[config.mk]
export PLATFORM = sky130hd
export DESIGN_NAME = rlls_top
export DESIGN_NICKNAME = d
export VERILOG_FILES = /design/src/rtl/rlls_sync2.v /design/src/rtl/rlls_top.v
export VERILOG_INCLUDE_DIRS = /design/src /design/src/rtl
export SDC_FILE = /design/constraint.sdc
export NUM_CORES = 1
export LEC_CHECK = 0
export ABC_AREA = 1
export BUFFER_PORTS_ARGS = -buffer_cell sky130_fd_sc_hd__buf_2
export CORE_MARGIN = 4
export CORE_UTILIZATION = 46
export CTS_BUF_LIST = sky130_fd_sc_hd__clkbuf_8
export DETAILED_ROUTE_END_ITERATION = 8
export GPL_TIMING_DRIVEN = 0
export PLACE_DENSITY_LB_ADDON = 0.3
export REMOVE_ABC_BUFFERS = 1
export SLEW_MARGIN = 5
export SYNTH_ARGS = -nofsm -noshare
export SYNTH_HDL_FRONTEND = slang
export SYNTH_SLANG_ARGS = --single-unit
[constraint.sdc]
create_clock -name clk_i -period 3.1 [get_ports clk_i]
set_input_delay 0.62 -clock clk_i [delete_from_list [all_inputs] [get_ports clk_i]]
set_output_delay 0.62 -clock clk_i [all_outputs]
set_load 0.05 [all_outputs]
[src/rtl/rlls_consts.vh]
// register offsets, field positions and reset values of the lock status bank
// assumes a 10 MHz register clock and a 16-bit data word in the low bits
//
// Functional notes
// - a sixteen-bit scratch register stores and returns any value, no side effects.
// - status bit 0 sets while the loop cannot lock to reference.
// - sticky bits clear by write-one when mode xor is 1, else by read.
// - status bit 1 sets on frequency error or long run without transitions; the code also sets it while internal detect is low.
// - five-bit loss count is upper five bits of a nine-bit threshold.
// - status bit 2 sets when detect is low or run threshold reached.
// - with detect low the unit trains to reference; data lock may toggle; the code holds data_lock_lost_live_o at 1 while detect is low.
// - status bit 15 sets on recovered clock edge, clears on status read.
// - enables at bits 2..0 gate their status bits onto the interrupt pin.
// - detect mask bit 15 forces internal detect active, else follows input.
// - loopback bit 7 routes transmit serial data into the receive path.
// - slice-one enable bit 8 resets to 0; when 1 serial input feeds slice one.
// - recovery enable bit 11, default 1, low-power when 0.
// - receiver enable bit 12, default 1, powers down receiver when 0.
// - recovery reset bit 14 holds the unit reset until software writes 0.
// - detect invert setting inverts detect input polarity before masking.
// - each loss-count unit stands for sixteen identical received bits.
`ifndef RLLS_CONSTS_VH
`define RLLS_CONSTS_VH

// ******************************************
// register indices, byte address is four times
// ******************************************
`define RLLS_IDX_SCRATCH   8'h1f
`define RLLS_IDX_STATUS    8'h20
`define RLLS_IDX_IRQCTL    8'h21
`define RLLS_IDX_RECCTL    8'h22
`define RLLS_IDX_TRAINCFG  8'h23

// ******************************************
// field positions
// ******************************************
`define RLLS_B_REF_LOCK    0
`define RLLS_B_DATA_LOCK   1
`define RLLS_B_SIG_LOSS    2
`define RLLS_B_CLK_ALIVE   15
`define RLLS_B_STS_RSV14   14
`define RLLS_B_DET_MASK    15
`define RLLS_B_LOOPBACK    7
`define RLLS_B_SLICE1      8
`define RLLS_B_REC_EN      11
`define RLLS_B_RX_EN       12
`define RLLS_B_REC_RST     14
`define RLLS_B_WCM_A       0
`define RLLS_B_WCM_B       1
`define RLLS_B_DET_INV     8
`define RLLS_B_LOSS_EN     10
`define RLLS_B_LCNT_LO     11
`define RLLS_B_LCNT_HI     15

// ******************************************
// reset values and masks
// ******************************************
`define RLLS_RST_SCRATCH   16'h0000
`define RLLS_RST_IRQCTL    16'h0000
`define RLLS_MSK_IRQCTL    16'h803f
`define RLLS_RST_RECCTL    16'hb82b
`define RLLS_RST_TRAINCFG  16'h440f
`define RLLS_MSK_TRAINCFG  16'hff8f
`define RLLS_RST_WCM       2'h0
`define RLLS_STS_RSV       16'h4000
`define RLLS_RUN_UNIT_LOG2 4

`endif

[src/rtl/rlls_sync2.v]
// two-flop synchroniser for a vector of level inputs
// assumes inputs are quasi-static levels from another domain
module rlls_sync2 #(
   parameter W = 1
) (
   // clock and reset
   input  wire         clk_i,
   input  wire         rstn_i,
   // data
   input  wire [W-1:0] d_i,
   output wire [W-1:0] q_o
);
   reg [W-1:0] meta_reg;
   reg [W-1:0] sync_reg;

   // first stage only feeds second stage
   always @(posedge clk_i or negedge rstn_i) begin
      if (!rstn_i) begin
         meta_reg <= {W{1'b0}};
         sync_reg <= {W{1'b0}};
      end else begin
         meta_reg <= d_i;
         sync_reg <= meta_reg;
      end
   end

   assign q_o = sync_reg;
endmodule

[src/rtl/rlls_top.v]
// lock and signal status register bank with avalon-mm slave
// assumes analog status levels arrive asynchronously and pass a synchroniser
`include "rlls_consts.vh"
module rlls_top #(
   parameter AW = 8
) (
   // clock and reset
   input  wire          clk_i,
   input  wire          rstn_i,
   // avalon-mm slave (word address)
   input  wire [AW-1:0] avs_address_i,
   input  wire          avs_read_i,
   input  wire          avs_write_i,
   input  wire [31:0]   avs_writedata_i,
   input  wire [3:0]    avs_byteenable_i,
   output reg  [31:0]   avs_readdata_o,
   output reg           avs_waitrequest_o,
   // analog front end status
   input  wire          ref_lock_lost_i,
   input  wire          freq_err_i,
   input  wire          rx_serial_i,
   input  wire          recovered_clk_i,
   input  wire          signal_detect_input_i,
   // analog front end controls
   output reg           irq_o,
   output reg           detect_active_o,
   output reg           train_to_ref_o,
   output reg           serial_diag_loopback_o,
   output reg           slice_one_rx_enable_o,
   output reg           recovery_unit_enable_o,
   output reg           high_rate_receiver_enable_o,
   output reg           recovery_unit_reset_o,
   output reg           slice_one_data_o,
   output reg           data_lock_lost_live_o
);

   // ******************************************
   // reset release and input synchronisers
   // ******************************************
   reg        rst_meta_reg;
   reg        rst_sync_reg;
   wire       rst_n;
   wire [4:0] sync_q;
   wire       ref_lost_s;
   wire       freq_err_s;
   wire       rx_bit_s;
   wire       rclk_s;
   wire       sd_s;

   // two-flop reset release
   always @(posedge clk_i or negedge rstn_i) begin
      if (!rstn_i) begin
         rst_meta_reg <= 1'b0;
         rst_sync_reg <= 1'b0;
      end else begin
         rst_meta_reg <= 1'b1;
         rst_sync_reg <= rst_meta_reg;
      end
   end
   assign rst_n = rst_sync_reg;

   rlls_sync2 #(
      .W (5)
   ) u_sync (
      .clk_i  (clk_i),
      .rstn_i (rst_n),
      .d_i    ({ref_lock_lost_i, freq_err_i, rx_serial_i, recovered_clk_i,
                signal_detect_input_i}),
      .q_o    (sync_q)
   );
   assign ref_lost_s = sync_q[4];
   assign freq_err_s = sync_q[3];
   assign rx_bit_s   = sync_q[2];
   assign rclk_s     = sync_q[1];
   assign sd_s       = sync_q[0];

   // ******************************************
   // registers
   // ******************************************
   reg  [15:0] scratch_reg;
   reg  [15:0] irqctl_reg;
   reg  [15:0] recctl_reg;
   reg  [15:0] traincfg_reg;
   reg  [1:0]  wcm_reg;
   reg  [2:0]  sticky_reg;
   reg  [2:0]  sticky_next;
   reg         alive_reg;
   reg         rclk_d_reg;
   reg         rx_d_reg;
   reg  [8:0]  run_reg;
   reg         run_hit_reg;
   reg         acc_reg;
   wire        rd_hit;
   wire        wr_hit;
   wire        wr_lo;
   wire        wr_hi;
   wire        clear_by_write;
   wire        det_raw;
   wire        det_int;
   wire [8:0]  run_limit;
   wire [2:0]  set_cond;
   wire [2:0]  clr_mask;
   reg  [15:0] rdata;

   // byte-lane merge of a 16-bit register
   function [15:0] merge16;
      input [15:0] old;
      input [15:0] nw;
      input        lo;
      input        hi;
      begin
         merge16 = {hi ? nw[15:8] : old[15:8], lo ? nw[7:0] : old[7:0]};
      end
   endfunction

   // avalon access: one wait cycle, then answer
   assign wr_hit = avs_write_i && acc_reg;
   assign rd_hit = avs_read_i && acc_reg;
   assign wr_lo  = wr_hit && avs_byteenable_i[0];
   assign wr_hi  = wr_hit && avs_byteenable_i[1];

   // ******************************************
   // detect path and run-length loss
   // ******************************************
   assign det_raw = sd_s ^ traincfg_reg[`RLLS_B_DET_INV];
   assign det_int = irqctl_reg[`RLLS_B_DET_MASK] ? 1'b1 : det_raw;
   assign run_limit = {traincfg_reg[`RLLS_B_LCNT_HI:`RLLS_B_LCNT_LO],
                       {`RLLS_RUN_UNIT_LOG2{1'b0}}};

   // count consecutive identical received bits
   always @(posedge clk_i or negedge rst_n) begin
      if (!rst_n) begin
         rx_d_reg    <= 1'b0;
         run_reg     <= 9'h000;
         run_hit_reg <= 1'b0;
      end else begin
         rx_d_reg <= rx_bit_s;
         if (rx_bit_s != rx_d_reg || !traincfg_reg[`RLLS_B_LOSS_EN]) begin
            run_reg     <= 9'h000;
            run_hit_reg <= 1'b0;
         end else begin
            if (run_reg != 9'h1ff)
               run_reg <= run_reg + 9'h001;
            run_hit_reg <= (run_reg >= run_limit);
         end
      end
   end

   // ******************************************
   // sticky status
   // ******************************************
   assign set_cond[`RLLS_B_REF_LOCK]  = ref_lost_s;
   assign set_cond[`RLLS_B_DATA_LOCK] = freq_err_s || run_hit_reg || !det_int;
   assign set_cond[`RLLS_B_SIG_LOSS]  = !det_int || run_hit_reg;
   assign clear_by_write = wcm_reg[`RLLS_B_WCM_A] ^ wcm_reg[`RLLS_B_WCM_B];
   assign clr_mask = (avs_address_i == `RLLS_IDX_STATUS) ?
                     (clear_by_write ? (wr_lo ? avs_writedata_i[2:0] : 3'h0)
                                     : (rd_hit ? 3'h7 : 3'h0)) : 3'h0;

   // set wins over clear
   always @* begin
      sticky_next = (sticky_reg & ~clr_mask) | set_cond;
   end

   always @(posedge clk_i or negedge rst_n) begin
      if (!rst_n) begin
         sticky_reg <= 3'h0;
         alive_reg  <= 1'b1;
         rclk_d_reg <= 1'b0;
      end else begin
         sticky_reg <= sticky_next;
         rclk_d_reg <= rclk_s;
         if (rclk_s && !rclk_d_reg)
            alive_reg <= 1'b1;
         else if (rd_hit && avs_address_i == `RLLS_IDX_STATUS)
            alive_reg <= 1'b0;
      end
   end

   // ******************************************
   // register writes
   // ******************************************
   always @(posedge clk_i or negedge rst_n) begin
      if (!rst_n) begin
         scratch_reg  <= `RLLS_RST_SCRATCH;
         irqctl_reg   <= `RLLS_RST_IRQCTL;
         recctl_reg   <= `RLLS_RST_RECCTL;
         traincfg_reg <= `RLLS_RST_TRAINCFG;
         wcm_reg      <= `RLLS_RST_WCM;
      end else if (wr_hit) begin
         case (avs_address_i)
            `RLLS_IDX_SCRATCH:
               scratch_reg <= merge16(scratch_reg, avs_writedata_i[15:0], wr_lo, wr_hi);
            `RLLS_IDX_IRQCTL:
               irqctl_reg <= merge16(irqctl_reg, avs_writedata_i[15:0], wr_lo, wr_hi)
                             & `RLLS_MSK_IRQCTL;
            `RLLS_IDX_RECCTL:
               recctl_reg <= merge16(recctl_reg, avs_writedata_i[15:0], wr_lo, wr_hi);
            `RLLS_IDX_TRAINCFG: begin
               traincfg_reg <= merge16(traincfg_reg, avs_writedata_i[15:0], wr_lo, wr_hi)
                               & `RLLS_MSK_TRAINCFG;
               if (avs_byteenable_i[2])
                  wcm_reg <= avs_writedata_i[17:16];
            end
            default: begin
            end
         endcase
      end
   end

   // ******************************************
   // read mux and bus handshake
   // ******************************************
   always @* begin
      case (avs_address_i)
         `RLLS_IDX_SCRATCH:  rdata = scratch_reg;
         `RLLS_IDX_STATUS:   rdata = {alive_reg, 12'h000, sticky_reg} | `RLLS_STS_RSV;
         `RLLS_IDX_IRQCTL:   rdata = irqctl_reg;
         `RLLS_IDX_RECCTL:   rdata = recctl_reg;
         `RLLS_IDX_TRAINCFG: rdata = {traincfg_reg[15:7], data_lock_lost_live_o,
                                      ref_lost_s, det_int, traincfg_reg[3:0]};
         default:            rdata = 16'h0000;
      endcase
   end

   // answer one cycle after the request, then release
   always @(posedge clk_i or negedge rst_n) begin
      if (!rst_n) begin
         acc_reg           <= 1'b0;
         avs_waitrequest_o <= 1'b1;
         avs_readdata_o    <= 32'h00000000;
      end else begin
         acc_reg           <= (avs_read_i || avs_write_i) && !acc_reg;
         avs_waitrequest_o <= !((avs_read_i || avs_write_i) && !acc_reg);
         if (avs_read_i && !acc_reg)
            avs_readdata_o <= {14'h0000,
                               (avs_address_i == `RLLS_IDX_TRAINCFG) ? wcm_reg : 2'h0,
                               rdata};
      end
   end

   // ******************************************
   // registered outputs
   // ******************************************
   always @(posedge clk_i or negedge rst_n) begin
      if (!rst_n) begin
         irq_o                       <= 1'b0;
         detect_active_o             <= 1'b0;
         train_to_ref_o              <= 1'b1;
         serial_diag_loopback_o      <= 1'b0;
         slice_one_rx_enable_o       <= 1'b0;
         recovery_unit_enable_o      <= 1'b0;
         high_rate_receiver_enable_o <= 1'b0;
         recovery_unit_reset_o       <= 1'b0;
         slice_one_data_o            <= 1'b0;
         data_lock_lost_live_o       <= 1'b1;
      end else begin
         irq_o <= |(sticky_next & irqctl_reg[2:0]);
         detect_active_o        <= det_int;
         train_to_ref_o         <= !det_int;
         serial_diag_loopback_o <= recctl_reg[`RLLS_B_LOOPBACK];
         slice_one_rx_enable_o  <= recctl_reg[`RLLS_B_SLICE1];
         slice_one_data_o       <= recctl_reg[`RLLS_B_SLICE1] & rx_bit_s;
         recovery_unit_enable_o <= recctl_reg[`RLLS_B_REC_EN] &
                                   !recctl_reg[`RLLS_B_REC_RST];
         high_rate_receiver_enable_o <= recctl_reg[`RLLS_B_RX_EN];
         recovery_unit_reset_o  <= recctl_reg[`RLLS_B_REC_RST];
         data_lock_lost_live_o  <= set_cond[`RLLS_B_DATA_LOCK];
      end
   end

endmodule
## Word level (Yosys, flattened, before mapping)

Cells that the tools add are included.

- Logic and storage cells: 92
- Output and inout bits: 43
- Input port bits: 53
- Flip-flop bits (word level): 112

- Add/subtract/negate cells: 1
- Bitwise gates (word level): 8
- Eq/ne operators: 7
- Mux-type cells: 12
- Reductions and logical operators: 31
- Magnitude comparators: 1

Operators with widths:

| kind | number |
|---|---|
| $pmux 16 s5 | 1 |
| $eq 8x6->1 const B | 4 |
| $reduce_and 3->1 | 9 |
| $mux 9 | 2 |
| $mux 3 | 4 |
| $add 9x1->9 const B | 1 |
| $ge 9x9->1 | 1 |
| $ne 9x9->1 const B | 1 |
| $eq 8x5->1 const B | 1 |
| $logic_and 1x1->1 | 8 |
| $and 3x3->3 | 2 |
| $logic_not 1->1 | 6 |
| $logic_or 1x1->1 | 5 |
| $mux 1 | 4 |
| $reduce_bool 2->1 | 2 |
| $not 3->3 | 1 |
| $or 3x3->3 | 1 |
| $reduce_or 3->1 | 1 |
| $and 1x1->1 | 2 |
| $mux 2 | 1 |
| $xor 1x1->1 | 2 |
| $ne 1x1->1 | 1 |

## Depth between registers and ports, before layout

Gate-level depths: netlist (run 1).

- Depth after elaboration: 10
- Depth in mapped cells: 11

## Modules after synthesis

A second synthesis (run 1) with hierarchy kept.

- Cell total of the unflattened synthesis: 579
- Area, all modules: 5227.5 µm²

By module, submodules not included:

| module | times used | cells an instance | area each (µm²) | seq. area each (µm²) |
|---|---|---|---|---|
| rlls_top | 1 | 569 | 4977.3 | 2575.0 |
| rlls_sync2 | 1 | 10 | 250.2 | 250.2 |

## Worst setup path before layout (run 1)

OpenSTA, ideal clock, no wires.

- Path kind: flip-flop to flip-flop
- Start point: reg run_reg[0]
- End point: reg run_reg[7]
- Path buffers: 0
- Clock period less this slack: 1582 ps
- Slack: 1518 ps
- Library setup time: 78 ps
- Data required time: 3022 ps
- Stages on the path, launching flop included: 10
- Arrival time: 1505 ps
- Path through: dfrtp_1 -> ha_1 -> nand3_1 -> nor2_1 -> ha_1 -> nor2_1 -> nand2_1 -> nor3_1 -> nand2_1 -> a21oi_1

- Word-level cells in the longest chain between the ends: 3
- Elaborated cells on any way between the ends: 5
- Classes of those cells: add/sub (1); eq/ne (1); mux (2); reduce/logical (1)

Ends and longest elaborated chain:

| what | RTL line | text |
|---|---|---|
| start, declared | rlls_top.v:90 | `reg [8:0] run_reg;` |
| start signal, assigned | rlls_top.v:143 | `run_reg <= run_reg + 9'h001;` |
| $add 9x1->9 | rlls_top.v:143 |  |
| $mux 9 | rlls_top.v:142 | `if (run_reg != 9'h1ff)` |
| $mux 9 | rlls_top.v:138 | `` if (rx_bit_s != rx_d_reg \|\| !traincfg_reg[`RLLS_B_LOSS_EN]) begin `` |

Several ways; a longest one is shown, not always the timed one. The select of a mux whose other input is x is not followed.
A chain may end at the register's enable or synchronous reset.

## Worst setup path after layout (run 1)

- Start point: reg acc_reg
- End point: reg avs_readdata_o[17]

- Word-level cells in the longest chain between the ends: 2

Ends and longest elaborated chain:

| what | RTL line | text |
|---|---|---|
| start, declared | rlls_top.v:92 | `reg acc_reg;` |
| start signal, assigned | rlls_top.v:233 | `acc_reg <= (avs_read_i \|\| avs_write_i) && !acc_reg;` |
| $logic_not 1->1 | rlls_top.v:235 | `if (avs_read_i && !acc_reg)` |
| $logic_and 1x1->1 | rlls_top.v:235 |  |
| end signal, assigned | rlls_top.v:236 | `avs_readdata_o <= {14'h0000,` |
| end, declared | rlls_top.v:16 | `output reg [31:0] avs_readdata_o,` |

Every way passes these cells.

==> metrics.yaml, run 1 <==
syn_inst: 583
route.detailed.drc: 0
wl_per_cell_um: 13.73
tns_ns: 0
placementRows: 38
slowest_stage: "nor2_2"
final.period_utilization: 0.6663
startpoint: "acc_reg$_DFF_PN0_"
h-tree-depth: 3
initial_core_util: 0.4746
insertion_delay_ns: 0.37
cts_buffers: 9
drv_cap: 0
crit_fanout: 19
syn_area_sq_mm: 0.005190
hp-class: "input port to register"
r2r_start: "acc_reg$_DFF_PN0_"
period_minus_slack_ns: 2.065
synth_seq_area_share: 0.5444
wirelength_um: 10890
drt-initial-drc-count: 251
rsz0062_at_grt: "false"
tightest_slew_ns: 0.9129
crit_chain: "nor2_2, inv_2, o31ai_1"
dp_hpwl_um: 7788
design.core.area_sq_mm: 0.01094
cts_tree: "yes"
grt_pass1_wl_um: 18330
path_class: "register to register"
die_w_um: 114.2
clk_pin_slew_ns: 0.10
avgSynthCellArea_sq_um: 8.902
post_cts_resized: 0
slew_headroom: 0.3908
final_common_cell: "nand2_1"
postCtsHoldBufs: 1
antenna_cells: 0
finalHoldViolations: 0
largest_reg_flops: 18
ys_types: 32
ys_ff_latch: 112
status: "finished clean"
syn_to_final_growth_pct: 10.92
num_vias: 3850
cts_max_path_buffers: 2
grt_usage: 0.1783
dieHeight_um: 114.2
worstHoldStart: "rx_serial_i"
cp-start-kind: "register"
dieArea_sq_mm: 0.01305
top_level_ports: 96
arrival_ns: 2.34
yosysWarnings: 0
drive_above_1_share: 0.2312
gr-total-overflow: 0
clock-sinks: 112
crit_path_end_kind: "register"
finalPower_mw: 2.621
final_cell_mix: "201 x nand2_1, 93 x dfrtp_1, 69 x inv_1, 66 x buf_2"
finalNetCount: 709
first_global_vias: 3712
via_per_inst: 4.855
setup_viol: 0
synth_top_area_share: 0.4532
timing.hold.ws_ns: 0.3485
post_cts_buffers: 0
slew_viol_final: 0
synth_top_area_cell: "dfrtp_1"
place_congestion: 0.7764
io_buffers: 66
cts-root-buf: "clkbuf_8"
stdcell_area_sq_mm: 0.005757
place_area_sq_mm: 0.005547
ir_worst_vdd_v: 0.0001970
p_per_area_mw_per_mm2: 455.3
nFillCells: 1050
synthTopCellsByArea: "dfrtp_1 45%, nand2_1 15%, dfstp_2 9.1%"
antenna_left: 0
worstPathRequired_ns: 3.38
skew_ns: 0.01607
max_freq_mhz: 484.2
antenna_found_initial: 0
critPathMaxStageDelay_ns: 0.75
grt_max_degree: 65
leakage_nw: 3.046
dr.pass1.iters: 4
==> report_power, final <==
part / switching [mW] / internal [mW] / total (mW)
Clock: 0.476 / 0.411 / 0.886
Combinational: 0.164 / 0.0488 / 0.213
Sequential: 0.0285 / 1.49 / 1.52
==> synth_stat cells <==
cell / count
nor2_4: 2
o21ai_2: 29
o21ai_1: 9
ha_1: 8
nand4_1: 8
buf_8: 1
nand2_4: 6
o21a_1: 1
nor4b_1: 1
buf_2: 4
dfstp_2: 18
nand3_1: 24
conb_1: 2
o21ai_0: 25
nor2_1: 29
inv_4: 3
nand2_1: 201
nand2_2: 5
inv_1: 66
o31ai_1: 3
a21oi_1: 6
o211ai_1: 4
buf_4: 15
xor2_1: 1
clkbuf_8: 1
nor3_1: 3
buf_6: 6
inv_2: 2
nor2_8: 1
nand3b_1: 1
dfrtp_1: 94
nor2_2: 4
==> worst max-delay path: cells and delay by family, from the launching register on <==
family | cells | cell delay [ns]
AOI/OAI and AO/OA | 1 | 0.33
buffers and inverters | 1 | 0.39
DFF | 1 | 0.48
and+or+nand+nor | 1 | 0.75
==> kinds of logic after synthesis <==
| logic type | count (synthesis) | share of synthesized area |
|---|---|---|
| AO/OA/AOI/OAI | 77 | 0.09908 |
| buffers and inverters | 98 | 0.09691 |
| XOR/XNOR | 1 | 0.001688 |
| adder cells (fa/ha/maj) | 8 | 0.01929 |
| flip-flops | 112 | 0.5444 |
| other | 2 | 0.001447 |
| AND/OR/NAND/NOR | 285 | 0.2372 |
==> final cells by class <==
type | count | area [sq um] | area share
Sequential cell | 112 | 2829 | 0.4914
Multi-Input combinational cell | 386 | 1911 | 0.3319
Timing Repair Buffer | 68 | 367.9 | 0.06390
Inverter | 71 | 274.0 | 0.04760
Tap cell | 140 | 175.2 | 0.03043
Clock buffer | 11 | 151.4 | 0.02630
Clock inverter | 5 | 48.80 | 0.008476
==> layer usage <==
| layer | GRT usage | vias to the layer above | wire length [um] |
|---|---|---|---|
| met5 | 0 | - | 0 |
| met4 | 0.05305 | 0 | 162 |
| met3 | 0.04123 | 12 | 644 |
| met2 | 0.2752 | 92 | 4851 |
| met1 | 0.2526 | 1807 | 5231 |
| li1 | - | 1939 | - |
==> per-stage QoR <==
step,setup WS [ns],util,cells
after floorplan,-0.2197,-,569
after global placement,-1.398,0.5043,775
after detailed placement,0.7453,0.5072,776
after CTS,1.003,0.5264,793
after global routing,0.8606,0.5264,793
final,1.035,0.5264,793
==> worst paths after layout <==
path / endpoint / slack, ns / cells past startpoint
setup reg to reg: avs_readdata_o[17]$_DFFE_PN0P_ / 1.03 / 3
min in group asynchronous: wcm_reg[1]$_DFFE_PN0P_ / 0.36 / 0
hold / removal: u_sync.meta_reg[2]$_DFF_PN0_ / 0.35 / 1
setup / recovery: avs_readdata_o[17]$_DFFE_PN0P_ / 1.03 / 3
max in group asynchronous: recctl_reg[12]$_DFFE_PN1P_ / 1.97 / 1
hold reg to reg: wcm_reg[1]$_DFFE_PN0P_ / 0.36 / 0
Note: power is estimated with default switching activity, not from simulation.
==> run 2: changes to the inputs <==
==> constraint.sdc (replaced) <==
create_clock -name clk_i -period 2 [get_ports clk_i]
set_input_delay 0.4 -clock clk_i [delete_from_list [all_inputs] [get_ports clk_i]]
set_output_delay 0.4 -clock clk_i [all_outputs]
set_load 0.05 [all_outputs]
==> run 2 against run 1 <==
  * Wire length about the same
  * Cell area about the same
  * Die area unchanged
  * Hold slack got worse by 0.22 ns
  * Clock power grew 55%
  * Flip-flop and latch count unchanged
  * Utilization about the same
==> metrics.yaml, run 2 (synthesized netlist as in run 1, its figures left out) <==
nFillCells: 1049  # was 1050
wirelength_um: 10900  # was 10890 um
gr-total-overflow: 0  # unchanged
tns_ns: 0  # unchanged
finalNetCount: 709  # unchanged
cts-root-buf: "clkbuf_8"  # unchanged
antenna_found_initial: 0  # unchanged
dieArea_sq_mm: 0.01305  # unchanged
worstPathRequired_ns: 2.29  # was 3.38 ns
antenna_left: 0  # unchanged
grt_usage: 0.1789  # was 0.1783
clk_pin_slew_ns: 0.10  # about the same
hp-class: "input port to register"  # unchanged
drive_above_1_share: 0.2312  # unchanged
final_common_cell: "nand2_1"  # unchanged
first_global_vias: 3715  # was 3712
insertion_delay_ns: 0.37  # about the same
path_class: "register to register"  # unchanged
final_cell_mix: "201 x nand2_1, 93 x dfrtp_1, 69 x inv_1, 66 x buf_2"  # unchanged
place_ws_ns: -0.1347  # was 0.7453 ns
top_level_ports: 96  # unchanged
num_vias: 3874  # was 3850
tightest_slew_ns: 0.6533  # was 0.9129 ns
placementRows: 38  # unchanged
route.detailed.drc: 0  # unchanged
post_cts_buffers: 0  # unchanged
dpl.cell_count: 776  # unchanged
cts_buffers: 9  # unchanged
use_met1: 0.2523  # was 0.2526
period_minus_slack_ns: 1.751  # was 2.065 ns
dr.pass1.iters: 4  # unchanged
antenna_cells: 0  # unchanged
grt_pass1_wl_um: 18380  # was 18330 um
final.period_utilization: 0.8753  # was 0.6663
arrival_ns: 2.05  # was 2.34 ns
grt_max_degree: 65  # unchanged
status: "finished clean"  # unchanged
max_freq_mhz: 571.2  # was 484.2 MHz
p_per_area_mw_per_mm2: 705.2  # was 455.3 mW/mm^2
rsz0062_at_grt: "false"  # unchanged
finalWorstSetupSlack_ns: 0.2494  # was 1.035 ns
place_congestion: 0.7764  # unchanged
stdcell_count: 793  # unchanged
drv_cap: 0  # unchanged
met3_usage: 0.04123  # unchanged
die_w_um: 114.2  # unchanged
crit_fanout: 5  # was 19
slew_headroom: 0.5629  # was 0.3908
leakage_nw: 3.047  # was 3.046 nW
wl_per_cell_um: 13.74  # was 13.73 um
setup_viol: 0  # unchanged
initial_core_util: 0.4746  # unchanged
stdcell_area_sq_mm: 0.005762  # was 0.005757 sq mm
crit_path_end_kind: "register"  # unchanged
ir_worst_vdd_v: 0.0003046  # was 0.0001970 V
cp-start-kind: "register"  # unchanged
timing.hold.ws_ns: 0.1284  # was 0.3485 ns
cts_max_path_buffers: 2  # unchanged
place_area_sq_mm: 0.005547  # unchanged
syn_to_final_growth_pct: 11.02  # was 10.92%
design.core.area_sq_mm: 0.01094  # unchanged
h-tree-depth: 3  # unchanged
drt-initial-drc-count: 240  # was 251
slew_viol_final: 0  # unchanged
skew_ns: 0.01506  # was 0.01607 ns
dp_hpwl_um: 7788  # unchanged
clock-sinks: 112  # unchanged
io_buffers: 66  # unchanged
finalHoldViolations: 0  # unchanged
cts_tree: "yes"  # unchanged
dieHeight_um: 114.2  # unchanged
via_per_inst: 4.885  # was 4.855
grt_util_met2: 0.2779  # was 0.2752
grt_busiest_layer: "met2"  # unchanged
largest_reg_flops: 18  # unchanged
-- run 2: through the flow --
step | power [mW] | util
6_report | 4.063 | 0.5269
5_1_grt | 4.238 | 0.5269
4_1_cts | 4.101 | 0.5269
3_5_place_dp | 2.736 | 0.5072
3_3_place_gp | 2.719 | 0.5043
2_1_floorplan | 2.618 | -
-- run 2: area by class of cell --
class | count | area (sq um) | area share
Timing Repair Buffer | 68 | 367.9 | 0.06384
Inverter | 71 | 274.0 | 0.04756
Multi-Input combinational cell | 386 | 1916 | 0.3325
Clock inverter | 5 | 48.80 | 0.008469
Tap cell | 140 | 175.2 | 0.03040
Clock buffer | 11 | 151.4 | 0.02628
Sequential cell | 112 | 2829 | 0.4910
-- run 2: worst paths after layout --
| path | cells past startpoint | start | to | slack, ns |
|---|---|---|---|---|
| hold / removal | 1 | rx_serial_i | u_sync.meta_reg[2]$_DFF_PN0_ | 0.13 |
| hold reg to reg | 0 | rst_n$_DFF_PN0_ | wcm_reg[1]$_DFFE_PN0P_ | 0.36 |
| max in group asynchronous | 1 | rst_n$_DFF_PN0_ | recctl_reg[12]$_DFFE_PN1P_ | 0.87 |
| min in group asynchronous | 2 | rstn_i | rst_n$_DFF_PN0_ | 0.32 |
| setup / recovery | 9 | run_reg[0]$_DFFE_PN0P_ | run_reg[7]$_DFFE_PN0P_ | 0.25 |
| setup reg to reg | 9 | run_reg[0]$_DFFE_PN0P_ | run_reg[7]$_DFFE_PN0P_ | 0.25 |
-- run 2: report_power, final --
| part | leakage (nW) | total (mW) | switching (mW) | internal, mW |
|---|---|---|---|---|
| clock network | 0.109 | 1.37 | 0.736 | 0.636 |
| logic | 1.49 | 0.331 | 0.255 | 0.0764 |
| registers | 1.44 | 2.36 | 0.0450 | 2.32 |
-- run 2: critical path, stage by stage (launching register included) --
cell	delay, ns
dfrtp_1	0.41
ha_1	0.22
nand3_1	0.10
nor2_1	0.06
ha_1	0.23
nor2_1	0.15
nand2_1	0.11
nor3_1	0.20
nand2_1	0.08
a21oi_1	0.13
-- run 2: what timing repair did --
item | in CTS | in global routing
resized for setup | 1 | 0
setup endpoints to repair | 3 | 0
endpoints found under the hold margin | 2 | 0
hold buffers | 1 | 0
-- run 2: per-layer routing --
metal / routed length [um] / vias up / part of all wire
met3: 645 / 12 / 0.059
met4: 163 / 0 / 0.015
met2: 4929 / 93 / 0.45
li1: - / 1939 / -
met1: 5160 / 1830 / 0.47
met5: 0 / - / 0
